<file path="src/hdl/asms_pkg.sv">
// constants, register map and types of the scan mode sequencer
package asms_pkg;
  // ----------------------------------------------------------------
  // register byte offsets
  // ----------------------------------------------------------------
  localparam logic [7:0] ASMS_CTRL_OFF    = 8'h00;
  localparam logic [7:0] ASMS_SWTRIG_OFF  = 8'h04;
  localparam logic [7:0] ASMS_TRGEN_OFF   = 8'h08;
  localparam logic [7:0] ASMS_STATUS_OFF  = 8'h0C;
  localparam logic [7:0] ASMS_DELAY_BASE  = 8'h40;
  localparam logic [7:0] ASMS_MASK_BASE   = 8'h80;
  localparam logic [7:0] ASMS_RESULT_BASE = 8'hC0;
  // ----------------------------------------------------------------
  // control and status field positions and reset values
  // ----------------------------------------------------------------
  localparam int ASMS_CTRL_METHOD_LSB = 0;
  localparam int ASMS_CTRL_RES_LSB    = 2;
  localparam int ASMS_CTRL_SMODE_LSB  = 4;
  localparam int ASMS_CTRL_STOP_BIT   = 8;
  localparam int ASMS_STAT_GRP_LSB    = 4;
  localparam int ASMS_STAT_VCH_LSB    = 8;
  localparam int ASMS_STAT_STOP_BIT   = 12;
  localparam int ASMS_STAT_PEND_LSB   = 16;
  localparam logic [1:0] ASMS_METHOD_RST = 2'h0;
  localparam logic [1:0] ASMS_RES_RST    = 2'h1;
  localparam logic [1:0] ASMS_SMODE_RST  = 2'h0;
  // ----------------------------------------------------------------
  // channel limits and timing
  // ----------------------------------------------------------------
  localparam logic [3:0] ASMS_STD_MAX_VCH = 4'h8;
  localparam logic [3:0] ASMS_HYB_MAX_VCH = 4'h4;
  localparam int ASMS_CLK_MHZ = 100;
  localparam int ASMS_TRIG_GAP_CLK = 8;
  localparam logic [8:0] ASMS_TRIG_GAP_CYC = 9'(ASMS_TRIG_GAP_CLK * ASMS_CLK_MHZ / 100);
  // ----------------------------------------------------------------
  // enumerations
  // ----------------------------------------------------------------
  typedef enum logic [1:0] {
    ASMS_SAR = 2'h0,
    ASMS_OVS = 2'h1,
    ASMS_HYB = 2'h2
  } asms_method_type;
  typedef enum logic [1:0] {
    ASMS_RES10 = 2'h0,
    ASMS_RES12 = 2'h1,
    ASMS_RES14 = 2'h2,
    ASMS_RES16 = 2'h3
  } asms_res_type;
  typedef enum logic [1:0] {
    ASMS_SINGLE = 2'h0,
    ASMS_CONT   = 2'h1,
    ASMS_BGCONT = 2'h2
  } asms_smode_type;
  typedef enum logic [1:0] {
    ASMS_IDLE  = 2'b00,
    ASMS_NEXT  = 2'b01,
    ASMS_START = 2'b11,
    ASMS_WAIT  = 2'b10
  } asms_state_type;
endpackage : asms_pkg

</file>
<file path="src/hdl/asms_top.sv">
// scan mode sequencer with apb register file
// Operation
// - exactly one of three conversion methods
// - sar offers 10 and 12 bit results
// - eight channels per group, four in hybrid
// - sar 14/16 bit widened to 16 bits
// - oversampling and hybrid offer all four resolutions
// - background triggers closer than 8+delay ignored
// - background scan only in hybrid method
// - simultaneous groups: lowest number scans first
// - channels converted in ascending virtual order
// - single scan converts group once per trigger
// - continuous scan repeats until stop
// - background scan starts on first trigger
// - later triggers publish data, otherwise unchanged
// - hardware starts delayed, software not; delayed hardware triggers publish at once and again after delay
`timescale 1ns/10ps
`default_nettype none
module asms_top
  import asms_pkg::*;
#(
  parameter int NUM_GROUPS = 9,
  parameter int NUM_VCH    = 8
) (
  // clock and reset
  input  wire logic                  sys_clk,
  input  wire logic                  resetn,
  // apb slave
  input  wire logic                  psel,
  input  wire logic                  penable,
  input  wire logic                  pwrite,
  input  wire logic [11:0]           paddr,
  input  wire logic [31:0]           pwdata,
  output logic      [31:0]           prdata,
  output logic                       pready,
  output logic                       pslverr,
  // start triggers
  input  wire logic [NUM_GROUPS-1:0] periph_trig,
  input  wire logic                  ext_trig_n,
  // converter core
  output logic                       conv_start,
  output logic      [2:0]            conv_vch,
  output logic      [1:0]            conv_method,
  input  wire logic                  conv_done,
  input  wire logic [15:0]           conv_data,
  // scan status
  output logic                       scan_active,
  output logic      [3:0]            scan_group,
  output logic                       publish
);
  localparam int GW = 4;
  localparam int VW = 3;

  // ----------------------------------------------------------------
  // helpers
  // ----------------------------------------------------------------
  function automatic logic [GW-1:0] lowest(input logic [NUM_GROUPS-1:0] v);
    logic [GW-1:0] r;
    r = '0;
    for (int i = NUM_GROUPS - 1; i >= 0; i--) begin
      if (v[i]) begin
        r = GW'(i);
      end
    end
    return r;
  endfunction : lowest

  function automatic logic [15:0] fmt(input logic [1:0] m, input logic [1:0] r,
                                      input logic [15:0] d);
    logic [15:0] o;
    o = '0;
    if (m == ASMS_OVS || m == ASMS_HYB) begin
      case (r)
        ASMS_RES10: o = {6'h00, d[15:6]};
        ASMS_RES12: o = {4'h0, d[15:4]};
        ASMS_RES14: o = {2'h0, d[15:2]};
        default:    o = d;
      endcase
    end else begin
      case (r)
        ASMS_RES10: o = {6'h00, d[15:6]};
        ASMS_RES12: o = {4'h0, d[15:4]};
        default:    o = {d[15:4], 4'h0};
      endcase
    end
    return o;
  endfunction : fmt

  // ----------------------------------------------------------------
  // state
  // ----------------------------------------------------------------
  logic [1:0]            method_q, res_q, smode_q;
  logic [NUM_GROUPS-1:0] trgen_q, pend_q, dly_act_q;
  logic [7:0]            dly_q     [NUM_GROUPS];
  logic [7:0]            dly_cnt_q [NUM_GROUPS];
  logic [NUM_VCH-1:0]    mask_q    [NUM_GROUPS];
  logic [15:0]           result_q  [NUM_VCH];
  logic [15:0]           shadow_q  [NUM_VCH];
  logic [31:0]           prdata_q;
  logic                  pready_q, pslverr_q, stop_q, conv_start_q, publish_q;
  logic                  ext_s1_q, ext_s2_q, ext_s3_q, ext_lvl_q, ext_fall_q;
  logic [8:0]            guard_q;
  logic [GW-1:0]         grp_q;
  logic [VW-1:0]         vch_q;
  logic [3:0]            cnt_q;
  asms_state_type        state_q;

  // ----------------------------------------------------------------
  // apb decode
  // ----------------------------------------------------------------
  wire             apb_acc  = psel & penable;
  wire             apb_wr   = apb_acc & pready_q & pwrite;
  wire [7:0]       a        = paddr[7:0];
  wire [7:0]       dly_off  = a - ASMS_DELAY_BASE;
  wire [7:0]       msk_off  = a - ASMS_MASK_BASE;
  wire [7:0]       res_off  = a - ASMS_RESULT_BASE;
  wire [GW-1:0]    dly_idx  = dly_off[5:2];
  wire [GW-1:0]    msk_idx  = msk_off[5:2];
  wire [VW-1:0]    res_idx  = res_off[4:2];
  wire             hi_zero  = (paddr[11:8] == 4'h0);
  wire             hit_ctrl = hi_zero & (a[7:2] == ASMS_CTRL_OFF[7:2]);
  wire             hit_sw   = hi_zero & (a[7:2] == ASMS_SWTRIG_OFF[7:2]);
  wire             hit_ten  = hi_zero & (a[7:2] == ASMS_TRGEN_OFF[7:2]);
  wire             hit_stat = hi_zero & (a[7:2] == ASMS_STATUS_OFF[7:2]);
  wire             hit_dly  = hi_zero & (dly_off[7:6] == 2'h0) & (dly_off[5:2] < 4'(NUM_GROUPS));
  wire             hit_msk  = hi_zero & (msk_off[7:6] == 2'h0) & (msk_off[5:2] < 4'(NUM_GROUPS));
  wire             hit_res  = hi_zero & (res_off[7:6] == 2'h0) & (res_off[5:2] < 4'(NUM_VCH));
  wire             hit_any  = hit_ctrl | hit_sw | hit_ten | hit_stat | hit_dly | hit_msk | hit_res;
  wire [31:0]      stat_w   = (32'(pend_q) << ASMS_STAT_PEND_LSB)
                            | (32'(stop_q) << ASMS_STAT_STOP_BIT)
                            | (32'(vch_q) << ASMS_STAT_VCH_LSB)
                            | (32'(grp_q) << ASMS_STAT_GRP_LSB)
                            | 32'(state_q != ASMS_IDLE);
  wire [31:0]      ctrl_w   = (32'(smode_q) << ASMS_CTRL_SMODE_LSB)
                            | (32'(res_q) << ASMS_CTRL_RES_LSB)
                            | (32'(method_q) << ASMS_CTRL_METHOD_LSB);
  wire [31:0]      rd_w     = hit_ctrl ? ctrl_w :
                              hit_ten  ? 32'(trgen_q) :
                              hit_stat ? stat_w :
                              hit_dly  ? 32'(dly_q[dly_idx]) :
                              hit_msk  ? 32'(mask_q[msk_idx]) :
                              hit_res  ? 32'(result_q[res_idx]) : 32'h0000_0000;
  wire             stop_wr  = apb_wr & hit_ctrl & pwdata[ASMS_CTRL_STOP_BIT];

  // ----------------------------------------------------------------
  // mode decode
  // ----------------------------------------------------------------
  wire [1:0]       wr_meth  = pwdata[ASMS_CTRL_METHOD_LSB +: 2];
  wire [1:0]       meth_d   = (wr_meth == 2'h3) ? ASMS_SAR : wr_meth;
  wire [1:0]       wr_mode  = pwdata[ASMS_CTRL_SMODE_LSB +: 2];
  wire [1:0]       smode_d  = (wr_mode == ASMS_BGCONT && meth_d != ASMS_HYB) ? ASMS_CONT :
                              (wr_mode == 2'h3) ? ASMS_SINGLE : wr_mode;
  wire             hyb      = (method_q == ASMS_HYB);
  wire             bg_mode  = hyb & (smode_q == ASMS_BGCONT);
  wire             running  = (state_q != ASMS_IDLE);
  wire [3:0]       limit    = hyb ? ASMS_HYB_MAX_VCH : ASMS_STD_MAX_VCH;
  wire             vch_last = (vch_q == VW'(NUM_VCH - 1));

  // ----------------------------------------------------------------
  // triggers
  // ----------------------------------------------------------------
  logic [NUM_GROUPS-1:0] sw_acc, hw_acc, fire, pend_set, pub_hit;
  wire             guard_ok = ~bg_mode | (guard_q == 9'h000);
  wire [GW-1:0]    acc_idx  = lowest(sw_acc | hw_acc);
  wire             any_acc  = |(sw_acc | hw_acc);
  wire [NUM_GROUPS-1:0] take = (state_q == ASMS_IDLE && |pend_q) ?
                               (NUM_GROUPS'(1) << lowest(pend_q)) : '0;

  genvar g;
  generate
    for (g = 0; g < NUM_GROUPS; g++) begin : g_trig
      assign sw_acc[g]   = apb_wr & hit_sw & pwdata[g] & guard_ok;
      assign hw_acc[g]   = trgen_q[g] & (periph_trig[g] | ext_fall_q)
                         & guard_ok & ~dly_act_q[g];
      assign fire[g]     = dly_act_q[g] & (dly_cnt_q[g] == 8'h01);
      assign pub_hit[g]  = bg_mode & running & (grp_q == GW'(g));
      assign pend_set[g] = (sw_acc[g] | (hw_acc[g] & (dly_q[g] == 8'h00)) | fire[g])
                         & ~pub_hit[g];

      // a hardware start waits its delay in sys_clk cycles
      always_ff @(posedge sys_clk) begin
        if (!resetn) begin
          dly_act_q[g] <= 1'b0;
          dly_cnt_q[g] <= 8'h00;
        end else if (hw_acc[g] && dly_q[g] != 8'h00) begin
          dly_act_q[g] <= 1'b1;
          dly_cnt_q[g] <= dly_q[g];
        end else if (dly_act_q[g]) begin
          dly_act_q[g] <= ~fire[g];
          dly_cnt_q[g] <= dly_cnt_q[g] - 8'h01;
        end
      end

      // the new trigger wins over the take and over a stop
      always_ff @(posedge sys_clk) begin
        if (!resetn) begin
          pend_q[g] <= 1'b0;
        end else begin
          pend_q[g] <= pend_set[g] | (pend_q[g] & ~take[g] & ~stop_wr);
        end
      end
    end
  endgenerate

  wire             pub_now  = |((sw_acc | (hw_acc & ~dly_act_q) | fire) & pub_hit);

  // ----------------------------------------------------------------
  // external trigger pin, active low
  // ----------------------------------------------------------------
  always_ff @(posedge sys_clk) begin
    if (!resetn) begin
      ext_s1_q   <= 1'b1;
      ext_s2_q   <= 1'b1;
      ext_s3_q   <= 1'b1;
      ext_lvl_q  <= 1'b1;
      ext_fall_q <= 1'b0;
    end else begin
      ext_s1_q   <= ext_trig_n;
      ext_s2_q   <= ext_s1_q;
      ext_s3_q   <= ext_s2_q;
      ext_lvl_q  <= (ext_s2_q == ext_s3_q) ? ext_s3_q : ext_lvl_q;
      ext_fall_q <= ext_lvl_q & (ext_s2_q == ext_s3_q) & ~ext_s3_q;
    end
  end

  // spacing guard; covers only background scanning
  always_ff @(posedge sys_clk) begin
    if (!resetn) begin
      guard_q <= 9'h000;
    end else if (bg_mode && any_acc) begin
      guard_q <= ASMS_TRIG_GAP_CYC - 9'h001 + 9'(|sw_acc ? 8'h00 : dly_q[acc_idx]);
    end else if (guard_q != 9'h000) begin
      guard_q <= guard_q - 9'h001;
    end
  end

  // ----------------------------------------------------------------
  // apb registers
  // ----------------------------------------------------------------
  always_ff @(posedge sys_clk) begin
    if (!resetn) begin
      pready_q  <= 1'b0;
      pslverr_q <= 1'b0;
      prdata_q  <= 32'h0000_0000;
    end else begin
      pready_q  <= apb_acc & ~pready_q;
      pslverr_q <= apb_acc & ~pready_q & ~hit_any;
      prdata_q  <= (apb_acc & ~pready_q & ~pwrite) ? rd_w : prdata_q;
    end
  end

  always_ff @(posedge sys_clk) begin
    if (!resetn) begin
      method_q <= ASMS_METHOD_RST;
      res_q    <= ASMS_RES_RST;
      smode_q  <= ASMS_SMODE_RST;
      trgen_q  <= '0;
    end else if (apb_wr && hit_ctrl) begin
      method_q <= meth_d;
      res_q    <= pwdata[ASMS_CTRL_RES_LSB +: 2];
      smode_q  <= smode_d;
    end else if (apb_wr && hit_ten) begin
      trgen_q  <= pwdata[NUM_GROUPS-1:0];
    end
  end

  generate
    for (g = 0; g < NUM_GROUPS; g++) begin : g_cfg
      always_ff @(posedge sys_clk) begin
        if (!resetn) begin
          dly_q[g]  <= 8'h00;
          mask_q[g] <= '0;
        end else begin
          if (apb_wr && hit_dly && dly_idx == GW'(g)) begin
            dly_q[g] <= pwdata[7:0];
          end
          if (apb_wr && hit_msk && msk_idx == GW'(g)) begin
            mask_q[g] <= pwdata[NUM_VCH-1:0];
          end
        end
      end
    end
  endgenerate

  // ----------------------------------------------------------------
  // result storage
  // ----------------------------------------------------------------
  wire             store    = (state_q == ASMS_WAIT) & conv_done;
  wire [15:0]      conv_w   = fmt(method_q, res_q, conv_data);

  generate
    for (g = 0; g < NUM_VCH; g++) begin : g_res
      wire hit = store & (vch_q == VW'(g));
      // background data stays hidden until a trigger publishes it
      always_ff @(posedge sys_clk) begin
        if (!resetn) begin
          result_q[g] <= 16'h0000;
          shadow_q[g] <= 16'h0000;
        end else begin
          shadow_q[g] <= (hit && bg_mode) ? conv_w : shadow_q[g];
          result_q[g] <= pub_now ? shadow_q[g] :
                         (hit && !bg_mode) ? conv_w : result_q[g];
        end
      end
    end
  endgenerate

  // ----------------------------------------------------------------
  // scan sequencer
  // ----------------------------------------------------------------
  wire             conv_ok  = mask_q[grp_q][vch_q] & (cnt_q < limit);
  wire             rescan   = ~stop_q & ~stop_wr & (smode_q != ASMS_SINGLE);

  always_ff @(posedge sys_clk) begin
    if (!resetn) begin
      state_q <= ASMS_IDLE;
      grp_q   <= '0;
      vch_q   <= '0;
      cnt_q   <= 4'h0;
      stop_q  <= 1'b0;
    end else begin
      stop_q <= running & (stop_q | stop_wr);
      case (state_q)
        ASMS_IDLE: begin
          if (|pend_q) begin
            grp_q   <= lowest(pend_q);
            vch_q   <= '0;
            cnt_q   <= 4'h0;
            state_q <= ASMS_NEXT;
          end
        end
        ASMS_NEXT: begin
          if (conv_ok) begin
            state_q <= ASMS_START;
          end else if (!vch_last) begin
            vch_q   <= vch_q + VW'(1);
          end else begin
            vch_q   <= '0;
            cnt_q   <= 4'h0;
            state_q <= rescan ? ASMS_NEXT : ASMS_IDLE;
          end
        end
        ASMS_START: begin
          state_q <= ASMS_WAIT;
        end
        ASMS_WAIT: begin
          if (conv_done) begin
            cnt_q <= cnt_q + 4'h1;
            if (!vch_last) begin
              vch_q   <= vch_q + VW'(1);
              state_q <= ASMS_NEXT;
            end else begin
              vch_q   <= '0;
              cnt_q   <= 4'h0;
              state_q <= rescan ? ASMS_NEXT : ASMS_IDLE;
            end
          end
        end
        default: begin
          state_q <= ASMS_IDLE;
        end
      endcase
    end
  end

  // converter strobes; a stop never cuts a conversion short
  always_ff @(posedge sys_clk) begin
    if (!resetn) begin
      conv_start_q <= 1'b0;
      publish_q    <= 1'b0;
    end else begin
      conv_start_q <= (state_q == ASMS_NEXT) & conv_ok;
      publish_q    <= pub_now;
    end
  end

  // ----------------------------------------------------------------
  // outputs
  // ----------------------------------------------------------------
  assign prdata      = prdata_q;
  assign pready      = pready_q;
  assign pslverr     = pslverr_q;
  assign conv_start  = conv_start_q;
  assign conv_vch    = vch_q;
  assign conv_method = method_q;
  assign scan_active = (state_q != ASMS_IDLE);
  assign scan_group  = grp_q;
  assign publish     = publish_q;
endmodule : asms_top
`default_nettype wire

</file>
<file path="config.mk">
export PLATFORM = sky130hd
export DESIGN_NAME = asms_top
export DESIGN_NICKNAME = d
export VERILOG_FILES = /design/src/hdl/asms_pkg.sv /design/src/hdl/asms_top.sv
export SDC_FILE = /design/constraint.sdc
export NUM_CORES = 1
export LEC_CHECK = 0
export ABC_AREA = 1
export BUFFER_PORTS_ARGS = -buffer_cell sky130_fd_sc_hd__buf_4
export CORE_MARGIN = 5
export CORE_UTILIZATION = 40
export DETAILED_ROUTE_END_ITERATION = 12
export HOLD_SLACK_MARGIN = 0.03
export RECOVER_POWER = 50
export REMOVE_ABC_BUFFERS = 1
export SETUP_SLACK_MARGIN = 0.02
export SYNTH_ARGS = -nofsm -noshare
export SYNTH_HDL_FRONTEND = slang
export SYNTH_SLANG_ARGS = --single-unit
</file>
<file path="constraint.sdc">
create_clock -name sys_clk -period 3.37 [get_ports sys_clk]
set_input_delay 0.1685 -clock sys_clk [delete_from_list [all_inputs] [get_ports sys_clk]]
set_output_delay 0.1685 -clock sys_clk [all_outputs]
set_load 0.01 [all_outputs]
</file>
==> run summary <==
Layout Nets: 3638
WP data arrival: 3690 ps
Area grow syn2layout: 16.72%
Worst IR drop on VDD: 0.4608 mV
Vias: 25.61k
Clock buffer depth: 3
Worst Setup Start Kind: flop
Hold Path Depth: 4
Clock power share: 42.7%
Total GRT Usage: 24.62%
Total CTS buffers: 61
Post-synth EDFFs: 344
DRC errors left: 0
Core Footprint: 70150 um^2
R2R cell count: 17
Drt total wl: 99190 um
WHS: 68.84 ps
Switching share of power: 25.37%
Max Freq: 312.7 MHz
Top cells by area, synth: edfxtp_1, dfxtp_1, nand2_1, nor2_1, a21oi_1
Starting Density: 40.36%
Synthesized flop and latch total: 566
MaxCap Viol Count: 0
Synth area leader: edfxtp_1
Vias per inst: 5.666
DRT iter0 DRCs: 3173
DP HPWL: 69290 um
Flop-to-flop setup slack: 170 ps
CP Capture Type: flop
P_leak: 12.79 nW
Die ar.: 76200 um^2
Input/output buffers: 89
H-Tree Level Count: 2
CTS clock-pin slew for the worst setup and hold paths: 60 ps
Vias in the first global route: 24.07k
Ant. Diodes: 0
Cell Area, Synth: 28310 um^2
Slew margin rel.: 30.05%
Pre-antenna DRT Iters: 6
Fraction of registers with async set or reset after synthesis: 0%
GPL Wtd Cong: 0.9741
Clk_lat worst skew: 660 ps
P_sw: 4.038 mW
WL/cell: 21.94 um
Comb pwr share: 9.1%
Placement Rows: 97
Count of different cell masters after synthesis: 59
Synth Area per Inst: 8.391 um^2
Worst min-delay path class: input port to flop
Final hold violation count: 0
Global-route wire length before repair: 148100 um
Die Y: 276.0 um
Largest net degree at the start of global routing: 86
Top Ports: 122
Run status: completed
CP max FO: 25
Post-route antenna net violation count: 0
Ys flop type: edfxtp_1
Total power per unit cell area: 481.7 nW/um^2
Die Wd: 276.0 um
Final min period: 3198 ps
RSZ-0062 raised after global routing: true
Final period util: 94.88%
Pint: 11.88 mW
Sequential Power Share: 48.2%
Total power draw: 15.92 mW
CTS tree: done
Grt ovf: 0
Max Slew Vio Count: 0
Yosys top cell area share: 36.49%
Root buffer cell: clkbuf_16
Initial antenna violation count: 1
Post-Syn Instances: 3374
Ratio of cells with drive above 1 in the final layout: 10.56%
Worst Tran Pin Value: 1049 ps
Req. time, crit path: 3860 ps
Clk sinks: 566
Synth warn: 0
Sequential share of the synthesized area: 52.19%
WS Path Type: flop to flop
Final Skew: 46.37 ps
Endpoints failing setup: 0
## through the flow
stage	util [%]	area (um^2)	std cells	TNS [ps]	setup slack, ps
floorplan	-	27520	3202	-540340	-1641
global placement	43.60	30580	4367	0	35.08
detailed placement	43.60	30580	4367	-8.876	-8.876
CTS	46.79	32820	4504	0	21.85
global route	47.10	33040	4521	0	4.285
finish	47.10	33040	4521	0	172.5
## cell type report
cell class	instances	area, um^2
Clock buffer	83	1682
Clock inverter	33	346.6
Fill cell	6934	37110
Inverter	324	1231
Multi-Input combinational cell	2316	11740
Sequential cell	566	14770
Tap cell	940	1176
Timing Repair Buffer	259	2093
## cell families (layout without fill, tap and decap cells)
group	Yosys count	after routing	synth area share [%]
AO/OA/AOI/OAI	903	903	17.80
buffers and inverters	502	699	7.178
XOR/XNOR	41	41	1.268
adder cells (fa/ha/maj)	34	34	1.503
flip-flops	566	566	52.19
other	1	7	0.01325
AND/OR/NAND/NOR	1327	1331	20.05
## layout by cell type (no fill, tap or decap), types with 6 or more instances in the layout
cell type	Yosys	final
nand2_4	4	6
nor2_4	3	6
nand4_1	23	23
nor3_1	38	37
clkinv_2	0	12
nor2_1	438	432
dfxtp_1	222	222
edfxtp_1	344	344
inv_2	14	13
dlygate4sd3_1	0	21
o21ai_1	9	11
a22oi_1	12	12
a31oi_1	8	8
conb_1	1	7
xor2_1	22	22
o211ai_1	31	31
buf_4	13	166
clkbuf_1	112	64
nand2_2	10	11
ha_1	34	33
nand2_1	542	539
o21ai_0	302	300
clkinv_1	18	27
xnor2_1	19	19
inv_1	291	289
nand3_2	8	17
o22ai_1	160	160
a211oi_1	14	14
clkbuf_16	0	66
a21oi_1	321	319
o2111ai_1	6	6
o221ai_1	13	13
nand3_1	205	195
buf_12	0	15
or2_2	11	11
nor2_2	6	9
nor4_1	26	27
## critical path: stages (launching register included)
cell and delay (ps):
dfxtp_1 320, inv_2 80, ha_1 140, nand2_1 80, nor2_4 150, nand2_4 120
nand2_8 120, inv_4 80, nor4_4 210, clkbuf_1 340, nor2_1 90, o32ai_1 290
nor2_1 120, nand3_4 170, buf_12 230, buf_16 190, nand2_1 110, a21oi_1 190
## cells in the mapped netlist (all sizes together) (42+ instances only)
cell type,count
nand2,556
nor2,447
edfxtp,344
a21oi,322
o21ai,312
inv,306
dfxtp,222
nand3,214
o22ai,160
clkbuf,112
buf,66
nor3,42
## state kept, by name, summed over array words and instances, names as in the netlist, 25 cells and up, named ones only
| name | flops |
|---|---|
| dly_cnt_q | 72 |
| dly_q | 72 |
| mask_q | 72 |
| prdata | 25 |
| result_q | 128 |
| shadow_q | 128 |
## what timing repair did
item                                   in CTS  in global routing
cloned                                      0                  7
pin swaps                                   0                  9
hold buffers                               21                  0
resized for setup                           1                 45
setup buffers                               0                 10
setup endpoints to repair                   3                262
endpoints found under the hold margin      67                  0
## path summary, 6_finish.rpt
kind	startpoint	to
worst min register to register	ext_s1_q	ext_s2_q
worst max-delay path	guard_q[1]	result_q[2][8]
worst min-delay path	conv_data[11]	shadow_q[0][11]
worst max register to register	guard_q[1]	result_q[2][8]
## power by group through the flow
| stage | clock [mW] | combinational (mW) | sequential (mW) |
|---|---|---|---|
| 4_1_cts | 6.88 | 1.42 | 7.66 |
| 3_5_place_dp | 0 | 1.39 | 7.81 |
| 2_1_floorplan | 0 | 0.800 | 7.76 |
| 6_report | 6.80 | 1.45 | 7.67 |
| 3_3_place_gp | 0 | 1.39 | 7.81 |
| 5_1_grt | 7.17 | 1.58 | 7.69 |
## per-layer routing
layer	global-route usage (%)	wire length (um)
met3	4.007	8832
met1	32.97	40330
met5	0	0
met2	40.73	46030
met4	8.644	4006
Power figures use the tool's default switching activity.
